==> config.mk <==
export PLATFORM = sky130hd
export DESIGN_NAME = floppy_positioning_command_decoder
export DESIGN_NICKNAME = d
export VERILOG_FILES = /design/src/floppy_cmd_pkg.sv /design/src/positioner_if.sv /design/src/head_positioner.sv /design/src/floppy_positioning_command_decoder.sv
export SDC_FILE = /design/constraint.sdc
export NUM_CORES = 1
export LEC_CHECK = 0
export ABC_CLOCK_PERIOD_IN_PS = 5900
export BUFFER_PORTS_ARGS = -buffer_cell sky130_fd_sc_hd__buf_4
export CAP_MARGIN = 0
export CORE_ASPECT_RATIO = 1.75
export CORE_UTILIZATION = 30
export DETAILED_ROUTE_END_ITERATION = 10
export GPL_ROUTABILITY_DRIVEN = 0
export SLEW_MARGIN = 20
export SYNTH_ARGS = -nofsm -noshare
export SYNTH_HDL_FRONTEND = slang
export SYNTH_HIERARCHICAL = 1
export SYNTH_SLANG_ARGS = --single-unit
==> constraint.sdc <==
create_clock -name aclk -period 5.9 [get_ports aclk]
set_clock_uncertainty 0.1 [all_clocks]
set_input_delay 1.18 -clock aclk [delete_from_list [all_inputs] [get_ports aclk]]
set_output_delay 1.18 -clock aclk [all_outputs]
set_load 0.05 [all_outputs]
==> src/floppy_cmd_pkg.sv <==
// shared constants for the floppy positioning command decoder
package floppy_cmd_pkg;

	// ------------------------------------------------------------
	// timing
	// ------------------------------------------------------------
	localparam int CLK_PERIOD_NS = 4;
	localparam int STEP_UNIT_NS = 1000;
	localparam int STEP_UNIT_CYCLES = (STEP_UNIT_NS + CLK_PERIOD_NS - 1) / CLK_PERIOD_NS;
	localparam int RECAL_MAX_STEPS = 80;
	localparam logic [4:0] STEP_RATE_SPAN = 5'h10;

	// ------------------------------------------------------------
	// register byte addresses
	// ------------------------------------------------------------
	localparam logic [7:0] ADDR_DATA = 8'h00;
	localparam logic [7:0] ADDR_MAIN_STATUS = 8'h04;
	localparam logic [7:0] ADDR_IRQ_STATUS = 8'h08;
	localparam logic [7:0] ADDR_IRQ_MASK = 8'h0c;

	// ------------------------------------------------------------
	// opcodes and opcode masks
	// ------------------------------------------------------------
	localparam logic [7:0] OP_RECALIBRATE = 8'h07;
	localparam logic [7:0] OP_SEEK = 8'h0f;
	localparam logic [7:0] OP_RELSEEK_MASK = 8'hbf;
	localparam logic [7:0] OP_RELSEEK = 8'h8f;
	localparam logic [7:0] OP_DUMP = 8'h0e;
	localparam logic [7:0] OP_LOCK_MASK = 8'h7f;
	localparam logic [7:0] OP_LOCK = 8'h14;
	localparam logic [7:0] OP_VERSION = 8'h10;
	localparam logic [7:0] OP_SENSE_INT = 8'h08;
	localparam logic [7:0] OP_SENSE_DRIVE = 8'h04;
	localparam logic [7:0] OP_SPECIFY = 8'h03;
	localparam logic [7:0] OP_PERPENDICULAR = 8'h12;

	// ------------------------------------------------------------
	// field positions and result values
	// ------------------------------------------------------------
	localparam int BIT_LOCK_CMD = 7;
	localparam int BIT_LOCK_RESULT = 4;
	localparam int BIT_REL_DIR = 6;
	localparam int BIT_HEAD = 2;
	localparam int BIT_OW = 7;
	localparam logic [7:0] VERSION_RESULT = 8'h90;
	localparam logic [7:0] INVALID_STATUS = 8'h80;
	localparam logic [7:0] SEEK_END_STATUS = 8'h20;
	localparam logic [7:0] DRIVE_READY_TWO_SIDE = 8'h28;
	localparam int BIT_ST3_WP = 6;
	localparam int BIT_ST3_TRACK0 = 4;
	localparam int RESULT_DEPTH = 10;
	localparam logic [3:0] DUMP_LEN = 4'ha;

	// ------------------------------------------------------------
	// reset values
	// ------------------------------------------------------------
	localparam logic [3:0] SRT_RESET = 4'h0;
	localparam logic [3:0] HUT_RESET = 4'h0;
	localparam logic [6:0] HLT_RESET = 7'h00;
	localparam logic [7:0] EOT_RESET = 8'h00;
	localparam logic [7:0] CONFIG_RESET = 8'h00;
	localparam logic [7:0] PRECOMP_START_TRACK_RESET = 8'h00;
	localparam logic [2:0] IRQ_MASK_RESET = 3'h0;

	// interrupt status bits
	localparam int IRQ_SEEK_DONE = 0;
	localparam int IRQ_INVALID = 1;
	localparam int IRQ_RESULT = 2;

	localparam logic [1:0] RESP_OKAY = 2'b00;
	localparam logic [1:0] RESP_SLVERR = 2'b10;

	typedef enum logic [1:0] {
		PH_COMMAND = 2'b00,
		PH_PARAM = 2'b01,
		PH_EXEC = 2'b10,
		PH_RESULT = 2'b11
	} phase_type;

	typedef enum logic {
		POS_IDLE = 1'b0,
		POS_MOVE = 1'b1
	} pos_state_type;

endpackage

==> src/positioner_if.sv <==
// request and state signals between the decoder and the head positioner
interface positioner_if;
	logic start;
	logic recal;
	logic [1:0] drive;
	logic [7:0] target;
	logic [3:0] step_rate;
	logic busy;
	logic done;
	logic [3:0][7:0] present_cylinder;
	modport decoder (output start, recal, drive, target, step_rate, input busy, done, present_cylinder);
	modport positioner (input start, recal, drive, target, step_rate, output busy, done, present_cylinder);
endinterface

==> src/head_positioner.sv <==
// steps the selected head to a target cylinder or back to track zero
module head_positioner #(
	parameter int step_unit_cycles = floppy_cmd_pkg::STEP_UNIT_CYCLES,
	parameter int recal_max_steps = floppy_cmd_pkg::RECAL_MAX_STEPS
) (
	input wire logic aclk,
	input wire logic aresetn,
	positioner_if.positioner pos,
	input wire logic [3:0] track0,
	output logic step_pulse,
	output logic step_direction
);

	floppy_cmd_pkg::pos_state_type state;
	logic [15:0] unit_count;
	logic unit_tick;
	logic [4:0] interval_count;
	logic [4:0] interval;
	logic [1:0] drive;
	logic [7:0] target;
	logic recal;
	logic [7:0] steps;
	logic [7:0] here;
	logic arrived;
	logic step_due;

	assign interval = floppy_cmd_pkg::STEP_RATE_SPAN - {1'b0, pos.step_rate};
	assign unit_tick = (unit_count == 16'(step_unit_cycles - 1));
	assign step_due = (state == floppy_cmd_pkg::POS_MOVE) && unit_tick
		&& (interval_count >= interval - 5'h01);
	assign here = pos.present_cylinder[drive];
	// recalibrate gives up after a fixed number of steps so a dead sensor cannot hang it
	assign arrived = recal ? (track0[drive] || steps == 8'(recal_max_steps)) : (here == target);
	assign pos.busy = (state == floppy_cmd_pkg::POS_MOVE);

	// ------------------------------------------------------------
	// step timing
	// ------------------------------------------------------------
	always_ff @(posedge aclk)
	begin
		if (!aresetn || state == floppy_cmd_pkg::POS_IDLE || unit_tick)
			unit_count <= 16'h0000;
		else
			unit_count <= unit_count + 16'h0001;
	end

	always_ff @(posedge aclk)
	begin
		if (!aresetn || state == floppy_cmd_pkg::POS_IDLE || step_due)
			interval_count <= 5'h00;
		else if (unit_tick)
			interval_count <= interval_count + 5'h01;
	end

	// ------------------------------------------------------------
	// motion
	// ------------------------------------------------------------
	always_ff @(posedge aclk)
	begin
		if (!aresetn)
		begin
			state <= floppy_cmd_pkg::POS_IDLE;
			drive <= 2'h0;
			target <= 8'h00;
			recal <= 1'b0;
			steps <= 8'h00;
			pos.present_cylinder <= '0;
			pos.done <= 1'b0;
			step_pulse <= 1'b0;
			step_direction <= 1'b0;
		end
		else
		begin
			pos.done <= 1'b0;
			step_pulse <= 1'b0;
			unique case (state)
				floppy_cmd_pkg::POS_IDLE:
				begin
					if (pos.start)
					begin
						drive <= pos.drive;
						target <= pos.target;
						recal <= pos.recal;
						steps <= 8'h00;
						state <= floppy_cmd_pkg::POS_MOVE;
					end
				end
				floppy_cmd_pkg::POS_MOVE:
				begin
					if (step_due)
					begin
						if (arrived)
						begin
							if (recal)
								pos.present_cylinder[drive] <= 8'h00;
							pos.done <= 1'b1;
							state <= floppy_cmd_pkg::POS_IDLE;
						end
						else if (recal)
						begin
							step_direction <= 1'b0;
							step_pulse <= 1'b1;
							steps <= steps + 8'h01;
						end
						else
						begin
							step_direction <= (target > here);
							step_pulse <= 1'b1;
							pos.present_cylinder[drive] <= (target > here) ? here + 8'h01 : here - 8'h01;
						end
					end
				end
			endcase
		end
	end

endmodule // head_positioner

==> src/floppy_positioning_command_decoder.sv <==
// positioning and status command decoder for a floppy disk controller, axi4-lite registers

// How it works
// - recalibrate retracts chosen drive to cylinder zero
// - seek moves selected head to target cylinder
// - relative seek steps head in or out
// - dump returns ten bytes of internal state
// - sense interrupt returns status and present cylinder after a seek end, otherwise single byte 80h
// - sense drive status returns one status byte
// - unknown opcode gives single byte 80h
module floppy_positioning_command_decoder #(
	parameter int step_unit_cycles = floppy_cmd_pkg::STEP_UNIT_CYCLES,
	parameter int recal_max_steps = floppy_cmd_pkg::RECAL_MAX_STEPS
) (
	input wire logic aclk,
	input wire logic aresetn,
	input wire logic [7:0] s_axi_awaddr,
	input wire logic s_axi_awvalid,
	output logic s_axi_awready,
	input wire logic [31:0] s_axi_wdata,
	input wire logic [3:0] s_axi_wstrb,
	input wire logic s_axi_wvalid,
	output logic s_axi_wready,
	output logic [1:0] s_axi_bresp,
	output logic s_axi_bvalid,
	input wire logic s_axi_bready,
	input wire logic [7:0] s_axi_araddr,
	input wire logic s_axi_arvalid,
	output logic s_axi_arready,
	output logic [31:0] s_axi_rdata,
	output logic [1:0] s_axi_rresp,
	output logic s_axi_rvalid,
	input wire logic s_axi_rready,
	input wire logic [3:0] track0_pin,
	input wire logic [3:0] write_protect_pin,
	output logic drive_select_high,
	output logic drive_select_low,
	output logic head_side_select,
	output logic step_pulse,
	output logic step_direction,
	output logic irq
);

	positioner_if pos ();

	floppy_cmd_pkg::phase_type phase;
	logic aw_held;
	logic w_held;
	logic [7:0] awaddr_q;
	logic [31:0] wdata_q;
	logic [3:0] wstrb_q;
	logic do_write;
	logic do_read;
	logic data_write;
	logic data_pop;
	logic [31:0] next_rdata;
	logic [1:0] next_rresp;
	logic [7:0] cmd_byte;
	logic [7:0] cur_op;
	logic [7:0] opcode;
	logic [1:0] param_idx;
	logic [7:0] head_drive;
	logic last_param;
	logic exec_now;
	logic [7:0] results [floppy_cmd_pkg::RESULT_DEPTH];
	logic [3:0] result_len;
	logic [3:0] result_idx;
	logic seek_req;
	logic seek_recal;
	logic [7:0] seek_target;
	logic [1:0] seek_drive;
	logic seek_pending;
	logic [7:0] seek_status;
	logic [1:0] done_drive;
	logic [3:0] step_rate_time;
	logic [3:0] head_unload_time;
	logic [6:0] head_load_time;
	logic no_dma;
	logic lock;
	logic [7:0] perp;
	logic [2:0] irq_status;
	logic [2:0] irq_mask;
	logic [2:0] irq_events;
	logic [3:0] track0_meta;
	logic [3:0] track0_sync;
	logic [3:0] wp_meta;
	logic [3:0] wp_sync;

	// ------------------------------------------------------------
	// opcode helpers
	// ------------------------------------------------------------
	function automatic logic is_relseek(input logic [7:0] op);
		return (op & floppy_cmd_pkg::OP_RELSEEK_MASK) == floppy_cmd_pkg::OP_RELSEEK;
	endfunction

	function automatic logic is_lock(input logic [7:0] op);
		return (op & floppy_cmd_pkg::OP_LOCK_MASK) == floppy_cmd_pkg::OP_LOCK;
	endfunction

	// number of parameter bytes after the opcode
	function automatic logic [1:0] param_count(input logic [7:0] op);
		if (op == floppy_cmd_pkg::OP_SEEK || is_relseek(op) || op == floppy_cmd_pkg::OP_SPECIFY)
			return 2'h2;
		else if (op == floppy_cmd_pkg::OP_RECALIBRATE || op == floppy_cmd_pkg::OP_SENSE_DRIVE
			|| op == floppy_cmd_pkg::OP_PERPENDICULAR)
			return 2'h1;
		else
			return 2'h0;
	endfunction

	// ------------------------------------------------------------
	// pin synchronisers
	// ------------------------------------------------------------
	always_ff @(posedge aclk)
	begin
		track0_meta <= track0_pin;
		track0_sync <= track0_meta;
		wp_meta <= write_protect_pin;
		wp_sync <= wp_meta;
	end

	// ------------------------------------------------------------
	// axi4-lite slave
	// ------------------------------------------------------------
	assign s_axi_awready = !aw_held;
	assign s_axi_wready = !w_held;
	assign s_axi_arready = !s_axi_rvalid;
	assign do_write = aw_held && w_held && !s_axi_bvalid;
	assign do_read = s_axi_arvalid && s_axi_arready;

	always_ff @(posedge aclk)
	begin
		if (!aresetn)
		begin
			aw_held <= 1'b0;
			w_held <= 1'b0;
			awaddr_q <= 8'h00;
			wdata_q <= 32'h00000000;
			wstrb_q <= 4'h0;
		end
		else
		begin
			if (s_axi_awvalid && s_axi_awready)
			begin
				aw_held <= 1'b1;
				awaddr_q <= s_axi_awaddr;
			end
			else if (do_write)
				aw_held <= 1'b0;
			if (s_axi_wvalid && s_axi_wready)
			begin
				w_held <= 1'b1;
				wdata_q <= s_axi_wdata;
				wstrb_q <= s_axi_wstrb;
			end
			else if (do_write)
				w_held <= 1'b0;
		end
	end

	always_ff @(posedge aclk)
	begin
		if (!aresetn)
		begin
			s_axi_bvalid <= 1'b0;
			s_axi_bresp <= floppy_cmd_pkg::RESP_OKAY;
		end
		else if (do_write)
		begin
			s_axi_bvalid <= 1'b1;
			unique case (awaddr_q)
				floppy_cmd_pkg::ADDR_DATA, floppy_cmd_pkg::ADDR_MAIN_STATUS,
				floppy_cmd_pkg::ADDR_IRQ_STATUS, floppy_cmd_pkg::ADDR_IRQ_MASK:
					s_axi_bresp <= floppy_cmd_pkg::RESP_OKAY;
				default:
					s_axi_bresp <= floppy_cmd_pkg::RESP_SLVERR;
			endcase
		end
		else if (s_axi_bready)
			s_axi_bvalid <= 1'b0;
	end

	always_comb
	begin
		next_rdata = 32'h00000000;
		next_rresp = floppy_cmd_pkg::RESP_OKAY;
		unique case (s_axi_araddr)
			floppy_cmd_pkg::ADDR_DATA:
				if (phase == floppy_cmd_pkg::PH_RESULT)
					next_rdata = {24'h000000, results[result_idx]};
			floppy_cmd_pkg::ADDR_MAIN_STATUS:
				next_rdata = {20'h00000, result_len - result_idx, 4'h0, seek_pending,
					pos.busy, phase};
			floppy_cmd_pkg::ADDR_IRQ_STATUS:
				next_rdata = {29'h0, irq_status};
			floppy_cmd_pkg::ADDR_IRQ_MASK:
				next_rdata = {29'h0, irq_mask};
			default:
				next_rresp = floppy_cmd_pkg::RESP_SLVERR;
		endcase
	end

	always_ff @(posedge aclk)
	begin
		if (!aresetn)
		begin
			s_axi_rvalid <= 1'b0;
			s_axi_rdata <= 32'h00000000;
			s_axi_rresp <= floppy_cmd_pkg::RESP_OKAY;
		end
		else if (do_read)
		begin
			s_axi_rvalid <= 1'b1;
			s_axi_rdata <= next_rdata;
			s_axi_rresp <= next_rresp;
		end
		else if (s_axi_rready)
			s_axi_rvalid <= 1'b0;
	end

	// ------------------------------------------------------------
	// command sequencing
	// ------------------------------------------------------------
	// writes outside the command and parameter phases are dropped rather than queued
	assign data_write = do_write && awaddr_q == floppy_cmd_pkg::ADDR_DATA && wstrb_q[0]
		&& (phase == floppy_cmd_pkg::PH_COMMAND || phase == floppy_cmd_pkg::PH_PARAM);
	assign data_pop = do_read && s_axi_araddr == floppy_cmd_pkg::ADDR_DATA
		&& phase == floppy_cmd_pkg::PH_RESULT;
	assign cmd_byte = wdata_q[7:0];
	assign cur_op = (phase == floppy_cmd_pkg::PH_COMMAND) ? cmd_byte : opcode;
	assign last_param = (phase == floppy_cmd_pkg::PH_PARAM)
		&& (param_idx == param_count(opcode) - 2'h1);
	assign exec_now = data_write && (last_param
		|| (phase == floppy_cmd_pkg::PH_COMMAND && param_count(cmd_byte) == 2'h0));

	always_ff @(posedge aclk)
	begin
		if (!aresetn)
		begin
			phase <= floppy_cmd_pkg::PH_COMMAND;
			opcode <= 8'h00;
			param_idx <= 2'h0;
			head_drive <= 8'h00;
			result_len <= 4'h0;
			result_idx <= 4'h0;
			seek_req <= 1'b0;
			seek_recal <= 1'b0;
			seek_target <= 8'h00;
			seek_drive <= 2'h0;
			for (int i = 0; i < floppy_cmd_pkg::RESULT_DEPTH; i++)
				results[i] <= 8'h00;
		end
		else
		begin
			unique case (phase)
				floppy_cmd_pkg::PH_COMMAND:
				begin
					if (data_write)
					begin
						opcode <= cmd_byte;
						param_idx <= 2'h0;
						result_idx <= 4'h0;
						if (param_count(cmd_byte) != 2'h0)
							phase <= floppy_cmd_pkg::PH_PARAM;
						else
						begin
							phase <= floppy_cmd_pkg::PH_RESULT;
							result_len <= 4'h1;
							if (cmd_byte == floppy_cmd_pkg::OP_DUMP)
							begin
								for (int d = 0; d < 4; d++)
									results[d] <= pos.present_cylinder[d];
								results[4] <= {step_rate_time, head_unload_time};
								results[5] <= {head_load_time, no_dma};
								results[6] <= floppy_cmd_pkg::EOT_RESET;
								results[7] <= {lock, perp[6:0]};
								results[8] <= floppy_cmd_pkg::CONFIG_RESET;
								results[9] <= floppy_cmd_pkg::PRECOMP_START_TRACK_RESET;
								result_len <= floppy_cmd_pkg::DUMP_LEN;
							end
							else if (is_lock(cmd_byte))
								results[0] <= {3'h0, cmd_byte[floppy_cmd_pkg::BIT_LOCK_CMD],
									4'h0};
							else if (cmd_byte == floppy_cmd_pkg::OP_VERSION)
								results[0] <= floppy_cmd_pkg::VERSION_RESULT;
							else if (cmd_byte == floppy_cmd_pkg::OP_SENSE_INT && seek_pending)
							begin
								results[0] <= seek_status;
								results[1] <= pos.present_cylinder[done_drive];
								result_len <= 4'h2;
							end
							else
								results[0] <= floppy_cmd_pkg::INVALID_STATUS;
						end
					end
				end
				floppy_cmd_pkg::PH_PARAM:
				begin
					if (data_write)
					begin
						param_idx <= param_idx + 2'h1;
						if (param_idx == 2'h0)
							head_drive <= cmd_byte;
						if (last_param)
						begin
							phase <= floppy_cmd_pkg::PH_COMMAND;
							seek_drive <= (param_idx == 2'h0) ? cmd_byte[1:0] : head_drive[1:0];
							if (opcode == floppy_cmd_pkg::OP_RECALIBRATE)
							begin
								seek_recal <= 1'b1;
								seek_target <= 8'h00;
								phase <= floppy_cmd_pkg::PH_EXEC;
							end
							else if (opcode == floppy_cmd_pkg::OP_SEEK)
							begin
								seek_recal <= 1'b0;
								seek_target <= cmd_byte;
								phase <= floppy_cmd_pkg::PH_EXEC;
							end
							else if (is_relseek(opcode))
							begin
								seek_recal <= 1'b0;
								// the count is clamped at the ends of the cylinder range
								if (opcode[floppy_cmd_pkg::BIT_REL_DIR])
									seek_target <= (pos.present_cylinder[head_drive[1:0]] > 8'hff - cmd_byte)
										? 8'hff : pos.present_cylinder[head_drive[1:0]] + cmd_byte;
								else
									seek_target <= (pos.present_cylinder[head_drive[1:0]] < cmd_byte)
										? 8'h00 : pos.present_cylinder[head_drive[1:0]] - cmd_byte;
								phase <= floppy_cmd_pkg::PH_EXEC;
							end
							else if (opcode == floppy_cmd_pkg::OP_SENSE_DRIVE)
							begin
								results[0] <= floppy_cmd_pkg::DRIVE_READY_TWO_SIDE
									| {1'b0, wp_sync[cmd_byte[1:0]], 6'h00}
									| {3'h0, track0_sync[cmd_byte[1:0]], 4'h0}
									| {5'h00, cmd_byte[2:0]};
								result_len <= 4'h1;
								phase <= floppy_cmd_pkg::PH_RESULT;
							end
						end
					end
				end
				floppy_cmd_pkg::PH_EXEC:
				begin
					// a new seek waits until the head in motion has settled
					if (!pos.busy && !seek_req)
						seek_req <= 1'b1;
					else if (seek_req)
					begin
						seek_req <= 1'b0;
						phase <= floppy_cmd_pkg::PH_COMMAND;
					end
				end
				floppy_cmd_pkg::PH_RESULT:
				begin
					if (data_pop)
					begin
						result_idx <= result_idx + 4'h1;
						if (result_idx == result_len - 4'h1)
							phase <= floppy_cmd_pkg::PH_COMMAND;
					end
				end
			endcase
		end
	end

	// ------------------------------------------------------------
	// positioner requests and seek end reporting
	// ------------------------------------------------------------
	assign pos.start = seek_req;
	assign pos.recal = seek_recal;
	assign pos.drive = seek_drive;
	assign pos.target = seek_target;
	assign pos.step_rate = step_rate_time;

	always_ff @(posedge aclk)
	begin
		if (!aresetn)
		begin
			seek_pending <= 1'b0;
			seek_status <= 8'h00;
			done_drive <= 2'h0;
			drive_select_high <= 1'b0;
			drive_select_low <= 1'b0;
			head_side_select <= 1'b0;
		end
		else
		begin
			if (seek_req)
			begin
				drive_select_high <= seek_drive[1];
				drive_select_low <= seek_drive[0];
				head_side_select <= head_drive[floppy_cmd_pkg::BIT_HEAD] && !seek_recal;
			end
			// a finishing seek wins over a sense interrupt taken in the same cycle
			if (pos.done)
			begin
				seek_pending <= 1'b1;
				done_drive <= {drive_select_high, drive_select_low};
				seek_status <= floppy_cmd_pkg::SEEK_END_STATUS
					| {5'h00, head_side_select, drive_select_high, drive_select_low};
			end
			else if (exec_now && cur_op == floppy_cmd_pkg::OP_SENSE_INT)
				seek_pending <= 1'b0;
		end
	end

	// ------------------------------------------------------------
	// configuration held by specify, perpendicular and lock
	// ------------------------------------------------------------
	always_ff @(posedge aclk)
	begin
		if (!aresetn)
		begin
			step_rate_time <= floppy_cmd_pkg::SRT_RESET;
			head_unload_time <= floppy_cmd_pkg::HUT_RESET;
			head_load_time <= floppy_cmd_pkg::HLT_RESET;
			no_dma <= 1'b0;
			lock <= 1'b0;
			perp <= 8'h00;
		end
		else if (data_write && phase == floppy_cmd_pkg::PH_PARAM)
		begin
			if (opcode == floppy_cmd_pkg::OP_SPECIFY && param_idx == 2'h0)
			begin
				step_rate_time <= cmd_byte[7:4];
				head_unload_time <= cmd_byte[3:0];
			end
			else if (opcode == floppy_cmd_pkg::OP_SPECIFY)
			begin
				head_load_time <= cmd_byte[7:1];
				no_dma <= cmd_byte[0];
			end
			else if (opcode == floppy_cmd_pkg::OP_PERPENDICULAR)
			begin
				// drive bits change only when the overwrite bit is set
				if (cmd_byte[floppy_cmd_pkg::BIT_OW])
					perp[5:2] <= cmd_byte[5:2];
				perp[1:0] <= cmd_byte[1:0];
			end
		end
		else if (exec_now && phase == floppy_cmd_pkg::PH_COMMAND && is_lock(cmd_byte))
			lock <= cmd_byte[floppy_cmd_pkg::BIT_LOCK_CMD];
	end

	// ------------------------------------------------------------
	// interrupts
	// ------------------------------------------------------------
	assign irq_events[floppy_cmd_pkg::IRQ_SEEK_DONE] = pos.done;
	assign irq_events[floppy_cmd_pkg::IRQ_INVALID] = exec_now
		&& phase == floppy_cmd_pkg::PH_COMMAND && !is_lock(cmd_byte)
		&& cmd_byte != floppy_cmd_pkg::OP_DUMP && cmd_byte != floppy_cmd_pkg::OP_VERSION
		&& cmd_byte != floppy_cmd_pkg::OP_SENSE_INT;
	assign irq_events[floppy_cmd_pkg::IRQ_RESULT] = exec_now
		&& (phase == floppy_cmd_pkg::PH_COMMAND || opcode == floppy_cmd_pkg::OP_SENSE_DRIVE);
	assign irq = |(irq_status & irq_mask);

	always_ff @(posedge aclk)
	begin
		if (!aresetn)
			irq_status <= 3'h0;
		else if (do_read && s_axi_araddr == floppy_cmd_pkg::ADDR_IRQ_STATUS)
			irq_status <= irq_events;
		else
			irq_status <= irq_status | irq_events;
	end

	always_ff @(posedge aclk)
	begin
		if (!aresetn)
			irq_mask <= floppy_cmd_pkg::IRQ_MASK_RESET;
		else if (do_write && awaddr_q == floppy_cmd_pkg::ADDR_IRQ_MASK && wstrb_q[0])
			irq_mask <= wdata_q[2:0];
	end

	// ------------------------------------------------------------
	// head positioner
	// ------------------------------------------------------------
	head_positioner #(
		.step_unit_cycles(step_unit_cycles),
		.recal_max_steps(recal_max_steps)
	) positioner (
		.aclk(aclk),
		.aresetn(aresetn),
		.pos(pos),
		.track0(track0_sync),
		.step_pulse(step_pulse),
		.step_direction(step_direction)
	);

endmodule // floppy_positioning_command_decoder

* Word level (Yosys, flattened, before mapping)
Memories as Yosys holds them, arrays and structs flattened. A register that Yosys moved wholly into a read port is not among the register bits.
Index checks and enable logic that the tools add are counted.
** Word-level totals
- Input bits :: 67
- RAM bits :: 80
- Register bits :: 223
- Output and inout port bits :: 47
- Memories :: 1
- Word-level logic and storage cells :: 411
** Operators by class
- Equal/unequal tests :: 52
- Bitwise logic cells :: 27
- Multiplexer cells :: 163
- Reductions and logical operators :: 91
- Order comparisons :: 9
- $add $sub $neg :: 15
** Memory list
- results :: depth 10, width 8, rd ports 1, clocked after memory_dff 1, write ports 10, line floppy_positioning_command_decoder.sv:65 : logic [7:0] results [floppy_cmd_pkg::RESULT_DEPTH];
** Operator list (count)
- $mux W8 :: 33
- $mux W32 :: 3
- $mux W1 :: 73
- $eq A8 B4 Y1 const B :: 9
- $mux W4 :: 13
- $mux W2 :: 25
- $bmux W8 S2 :: 3
- $eq A8 B3 Y1 const B :: 6
- $pmux W12 S4 :: 1
- $and A32 B32 Y32 :: 1
- $bwmux W32 :: 1
- $logic_and A1 B1 Y1 :: 32
- $ne A2 B2 Y1 const B :: 16
- $not A32 Y32 :: 1
- $eq A8 B5 Y1 const B :: 3
- $reduce_and A3 Y1 :: 7
- $add A16 B1 Y16 const B :: 1
- $add A8 B1 Y8 const B :: 2
- $demux W8 S2 :: 1
- $eq A16 B8 Y1 const B :: 1
- $eq A8 B2 Y1 const B :: 2
- $gt A8 B8 Y1 :: 2
- $logic_not A8 Y1 :: 2
- $ne A8 B4 Y1 const B :: 2
- 51 further kinds :: 117

* Depth between registers and ports, before layout
- Word-level depth :: 20
- Gate-level depth with buffers :: 16
- Gate-level depth less buffers :: 15

* By module
Netlist, hierarchy kept.
** By module, submodules not included
- floppy_positioning_command_decoder :: area an instance 9278.9 um2, cells an instance 940, times used 1
- head_positioner :: area an instance 3973.8 um2, cells an instance 442, times used 1

* Worst setup path before layout
OpenSTA, ideal clock, no wires.
- Path type :: register to register
- Start :: register phase[1]
- End :: memory results[2][0], enable pin
- Required time :: 5.311 ns
- Cell stages (with the launch flop) :: 7
- Slack :: 0.806 ns
- Clock period less this slack :: 5.094 ns
- Arrival :: 4.505 ns
- Path buffers :: 2
- Cell sequence :: dfxtp_1 > buf_4 > or4_1 > nor4_2 > clkbuf_1 > nand2_1 > o21ai_0
** RTL lines
- from (decl) :: line floppy_positioning_command_decoder.sv:46 : floppy_cmd_pkg::phase_type phase;
- from (signal assigned) :: line floppy_positioning_command_decoder.sv:240 : phase <= floppy_cmd_pkg::PH_COMMAND;
- from (signal assigned) :: line floppy_positioning_command_decoder.sv:264 : phase <= floppy_cmd_pkg::PH_PARAM;
- from (signal assigned) :: line floppy_positioning_command_decoder.sv:267 : phase <= floppy_cmd_pkg::PH_RESULT;
- to (decl) :: line floppy_positioning_command_decoder.sv:65

* Worst setup path in the final report
- Start :: register positioner.drive[0]
- End :: register positioner.pos.present_cylinder[14]
** On the way
- Cells in the longest elaborated chain, start to end :: 8
- Elaborated cells on any way between the ends :: 25
- Classes of those cells :: 2 x add/sub; 3 x order compare; 3 x eq/ne; 12 x mux; 2 x bitwise; 3 x reduce/logical
** Ends and longest elaborated chain
- from (decl) :: line head_positioner.sv:19 : logic [1:0] drive;
- from (signal assigned) :: line head_positioner.sv:81 : drive <= pos.drive;
- parallel branches: the longest is 8 deep, another holds $sub A8 B1 Y8
- to (signal, indexed assignment) :: line head_positioner.sv:109 : pos.present_cylinder[drive] <= (target > here) ? here + 8'h01 : here - 8'h01;
- to (decl) :: line positioner_if.sv:12 : modport positioner (input start, recal, drive, target, step_rate, output busy, done, present_cylinder);
Several ways; the timed one is not identified. The select of a mux whose other input is x is not followed.
A chain may end at the register's enable or synchronous reset.

==> impl_metrics.sql <==
INSERT INTO impl_metrics (metric_group, metric, value, unit) VALUES
('power_and_ir_drop', 'fraction_of_power_spent_switching_nets', '22.8', '%'),
('grt', 'grt_overflow_total', '0', ''),
('sta', 'finalWorstPathRequiredPeriod', '4680', 'ps'),
('sta', 'finalHoldViolations', '0', ''),
('critical_path', 'cp_slowest_stage_delay', '860', 'ps'),
('critical_path', 'worstPathArrival', '5000', 'ps'),
('critical_path', 'worstSetupStartpoint', 'positioner/drive[0]$_SDFFE_PN0P_', ''),
('critical_path', 'timing.rr.end', 'positioner/pos.present_cylinder[14]$_SDFFE_PN0P_', ''),
('yosys', 'synthesis.area', '13300', 'µm²'),
('power_and_ir_drop', 'ir_worst_vdd', '204', 'µV'),
('power_and_ir_drop', 'seq_power_share', '47.3', '%'),
('grt', 'grt_start_max_net_pins', '66', ''),
('cells_and_area', 'n_antenna_cell', '0', ''),
('placed_design', 'dp_slack', '1170', 'ps'),
('cells_and_area', 'final_design_area_no_fill', '15100', 'µm²'),
('min_path', 'hold_path_class', 'flop to flop', ''),
('power_and_ir_drop', 'switchingPower', '889', 'µW'),
('yosys', 'synth_seq_cells', '257', ''),
('sta', 'worst-slew-pin-transition', '1000', 'ps'),
('sta', 'final.setup.tns', '0', 'ps'),
('critical_path', 'worst-r2r-setup-slack', '1220', 'ps'),
('grt', 'grt_first_pass_wirelength', '57200', 'µm'),
('critical_path', 'cp_max_fo', '14', ''),
('yosys', 'synth_cell_type_count', '91', ''),
('grt', 'gr-usage-all-layers', '16.1', '%'),
('placed_design', 'hpwlAfterDp', '27100', 'µm'),
('drt', 'drc_errors', '0', ''),
('die', 'core_box_area', '43500', 'µm²'),
('critical_path', 'timing.critical_path.required', '6220', 'ps'),
('critical_path', 'worst-setup-path-type', 'flop to flop', ''),
('status', 'outcome', 'completed', ''),
('critical_path', 'crit_family', 'compound AO/OA/AOI/OAI gates', ''),
('drt', 'drt_pass1_iterations', '7', ''),
('sta', 'finalHoldWorstSlack', '226', 'ps'),
('sta', 'setup_ws', '1220', 'ps'),
('yosys', 'asyncSetResetFlopFracSynth', '0', '%'),
('sta', 'worst_slew_margin_rel', '33.1', '%'),
('yosys', 'mean_instance_size_in_the_synthesized_netlist', '9.59', 'µm²'),
('grt', 'grt_antenna_before_repair', '0', ''),
('clock_tree', 'htree_num_levels', '1', ''),
('cells_and_area', 'final_cell_mix', '202 x sky130_fd_sc_hd__dfxtp_1, 150 x sky130_fd_sc_hd__nand2_1, 123 x sky130_fd_sc_hd__nor2_1', ''),
('cells_and_area', 'layoutNonFillerInstCount', '2001', ''),
('drt', 'final_antenna_net_count', '0', ''),
('critical_path', 'critical_path_buf_inv_count', '2', ''),
('die', 'floorplan.die_area', '45100', 'µm²'),
('power_and_ir_drop', 'power_density', '258', 'nW/µm²'),
('sta', 'period_utilization', '79.3', '%'),
('critical_path', 'critical_path.endpoint', 'positioner/pos.present_cylinder[14]$_SDFFE_PN0P_', ''),
('power_and_ir_drop', 'clockPowerShare', '46.7', '%'),
('drt', 'drtIter0Drc', '562', ''),
('yosys', 'ys.flop_type', 'sky130_fd_sc_hd__dfxtp_1', ''),
('power_and_ir_drop', 'power', '3.90', 'mW'),
('placed_design', 'numPortBuffers', '64', ''),
('die', 'die-height', '280', 'µm'),
('placed_design', 'place_area', '14200', 'µm²'),
('critical_path', 'crit_path_top_delay_cell', 'sky130_fd_sc_hd__dfxtp_1', ''),
('yosys', 'synth-warning-count', '6', ''),
('drt', 'vias_per_cell', '5.21', ''),
('cells_and_area', 'final_util', '34.8', '%'),
('critical_path', 'crit_start_category', 'flop', ''),
('yosys', 'netlist_instances', '1382', ''),
('power_and_ir_drop', 'static-leakage-power', '5.51', 'nW'),
('sta', 'final-max-slew-violation-count', '0', ''),
('clock_tree', 'cts-buffers-inserted', '26', ''),
('critical_path', 'reg2reg_depth', '14', ''),
('flow_run', 'drv.max_cap_violation_count', '0', ''),
('power_and_ir_drop', 'p_comb_share', '6.0', '%'),
('drt', 'finalWirelength', '36500', 'µm'),
('critical_path', 'setup.worst_path.end_class', 'flop', ''),
('cells_and_area', 'layout.cells.most_common', 'sky130_fd_sc_hd__dfxtp_1', ''),
('clock_tree', 'clock_tree_from_tritoncts', 'built', '');
## per-layer routing
metal / vias to the layer above / part of all wire, % / GRT usage, %
met4: 0 / 5.9 / 9.60
met2: 289 / 53 / 31.0
met3: 103 / 3.7 / 1.76
li1: 4985 / - / -
met1: 5045 / 37 / 16.5
met5: - / 0 / 0
## worst reg2reg max path, stage by stage, from the launching register on
cell and delay [ps]:
sky130_fd_sc_hd__dfxtp_1 860, sky130_fd_sc_hd__mux4_2 660, sky130_fd_sc_hd__inv_1 80, sky130_fd_sc_hd__ha_1 250, sky130_fd_sc_hd__and4_1 240, sky130_fd_sc_hd__nand2_1 190
sky130_fd_sc_hd__o21a_1 250, sky130_fd_sc_hd__inv_1 170, sky130_fd_sc_hd__ha_1 370, sky130_fd_sc_hd__nor2b_1 190, sky130_fd_sc_hd__o21a_1 160, sky130_fd_sc_hd__o21a_1 150
sky130_fd_sc_hd__mux2_2 330, sky130_fd_sc_hd__o21ai_0 410, sky130_fd_sc_hd__o21ai_0 160
## layout make-up
cell class | instances | area (µm²)
fill | 4416 | 28300
multi-input combinational | 1001 | 7010
sequential | 257 | 5700
clock buffer | 38 | 757
tap | 566 | 708
timing repair buffer | 76 | 571
inverter | 53 | 199
clock inverter | 10 | 194
## synth_stat cells, types with 4 or more instances
library cell / instances / area [µm²]
sky130_fd_sc_hd__nor3b_1: 7 / 52.6
sky130_fd_sc_hd__a21o_1: 10 / 75.1
sky130_fd_sc_hd__dfxtp_1: 202 / 4040
sky130_fd_sc_hd__inv_1: 51 / 191
sky130_fd_sc_hd__or4_1: 9 / 67.6
sky130_fd_sc_hd__nand3_1: 54 / 270
sky130_fd_sc_hd__or4_4: 4 / 45.0
sky130_fd_sc_hd__a22o_1: 15 / 131
sky130_fd_sc_hd__clkbuf_1: 53 / 199
sky130_fd_sc_hd__mux2_2: 11 / 124
sky130_fd_sc_hd__xor2_1: 16 / 140
sky130_fd_sc_hd__fa_1: 4 / 80.1
sky130_fd_sc_hd__and2_1: 42 / 263
sky130_fd_sc_hd__nor4_1: 12 / 75.1
sky130_fd_sc_hd__a31oi_1: 7 / 43.8
sky130_fd_sc_hd__a21boi_0: 14 / 105
sky130_fd_sc_hd__a2111oi_0: 4 / 35.0
sky130_fd_sc_hd__o211ai_1: 6 / 45.0
sky130_fd_sc_hd__nor4_2: 6 / 75.1
sky130_fd_sc_hd__o21ai_0: 48 / 240
sky130_fd_sc_hd__buf_4: 23 / 173
sky130_fd_sc_hd__buf_2: 13 / 65.1
sky130_fd_sc_hd__o31ai_1: 5 / 37.5
sky130_fd_sc_hd__ha_1: 45 / 563
sky130_fd_sc_hd__a21oi_1: 78 / 390
sky130_fd_sc_hd__mux4_2: 35 / 788
sky130_fd_sc_hd__o21a_1: 9 / 67.6
sky130_fd_sc_hd__a22oi_1: 12 / 90.1
sky130_fd_sc_hd__and3_1: 7 / 43.8
sky130_fd_sc_hd__or3_1: 10 / 62.6
sky130_fd_sc_hd__nor2b_1: 37 / 231
sky130_fd_sc_hd__nand4_1: 15 / 93.8
sky130_fd_sc_hd__and4_1: 5 / 43.8
sky130_fd_sc_hd__nand2_1: 150 / 563
sky130_fd_sc_hd__a211oi_1: 8 / 60.1
sky130_fd_sc_hd__nor3_1: 24 / 120
sky130_fd_sc_hd__nand2b_1: 7 / 43.8
sky130_fd_sc_hd__xnor2_1: 19 / 166
sky130_fd_sc_hd__edfxtp_1: 55 / 1650
sky130_fd_sc_hd__mux2i_1: 50 / 500
sky130_fd_sc_hd__nor2_1: 123 / 462
## worst min-delay path by stage
| stage | to | cells past startpoint |
|---|---|---|
| final | wp_sync[0]$_DFF_P_ | 0 |
| after global routing | track0_sync[3]$_DFF_P_ | 0 |
| after CTS | track0_sync[3]$_DFF_P_ | 0 |
| after detailed placement | track0_sync[3]$_DFF_P_ | 0 |
| after global placement | wp_sync[0]$_DFF_P_ | 0 |
| after floorplan | track0_sync[0]$_DFF_P_ | 0 |
## power by group through the flow
stage | sequential (mW) | combinational, mW | clock (mW)
after floorplan | 1.88 | 0.168 | 0
after global placement | 1.88 | 0.232 | 0
after detailed placement | 1.88 | 0.234 | 0
after CTS | 1.84 | 0.234 | 1.87
after global routing | 1.85 | 0.251 | 1.94
final | 1.84 | 0.234 | 1.82
## logic make-up (layout without fill, tap and decap cells)
family / count (synthesis) / after routing / share of synthesized area, %
AO/OA/AOI/OAI: 255 / 255 / 12.7
XOR/XNOR: 36 / 36 / 2.48
adder cells (fa/ha/maj): 49 / 49 / 4.85
buffers and inverters: 145 / 177 / 4.88
flip-flops: 257 / 257 / 43.0
multiplexers: 96 / 96 / 10.7
other: 1 / 22 / 0.0283
AND/OR/NAND/NOR: 543 / 543 / 21.4
## registers in the layout, summed over array words and instances (netlist names), 5 cells and up, named ones only
name                             count
s_axi_rdata                         12
head_load_time                       7
positioner/interval_count            5
perp                                 6
awaddr_q                             8
wdata_q                              8
positioner/target                    8
results                             55
pos.target                           8
opcode                               8
positioner/steps                     8
positioner/pos.present_cylinder     32
positioner/unit_count               16
Power figures use the tool's default switching activity.
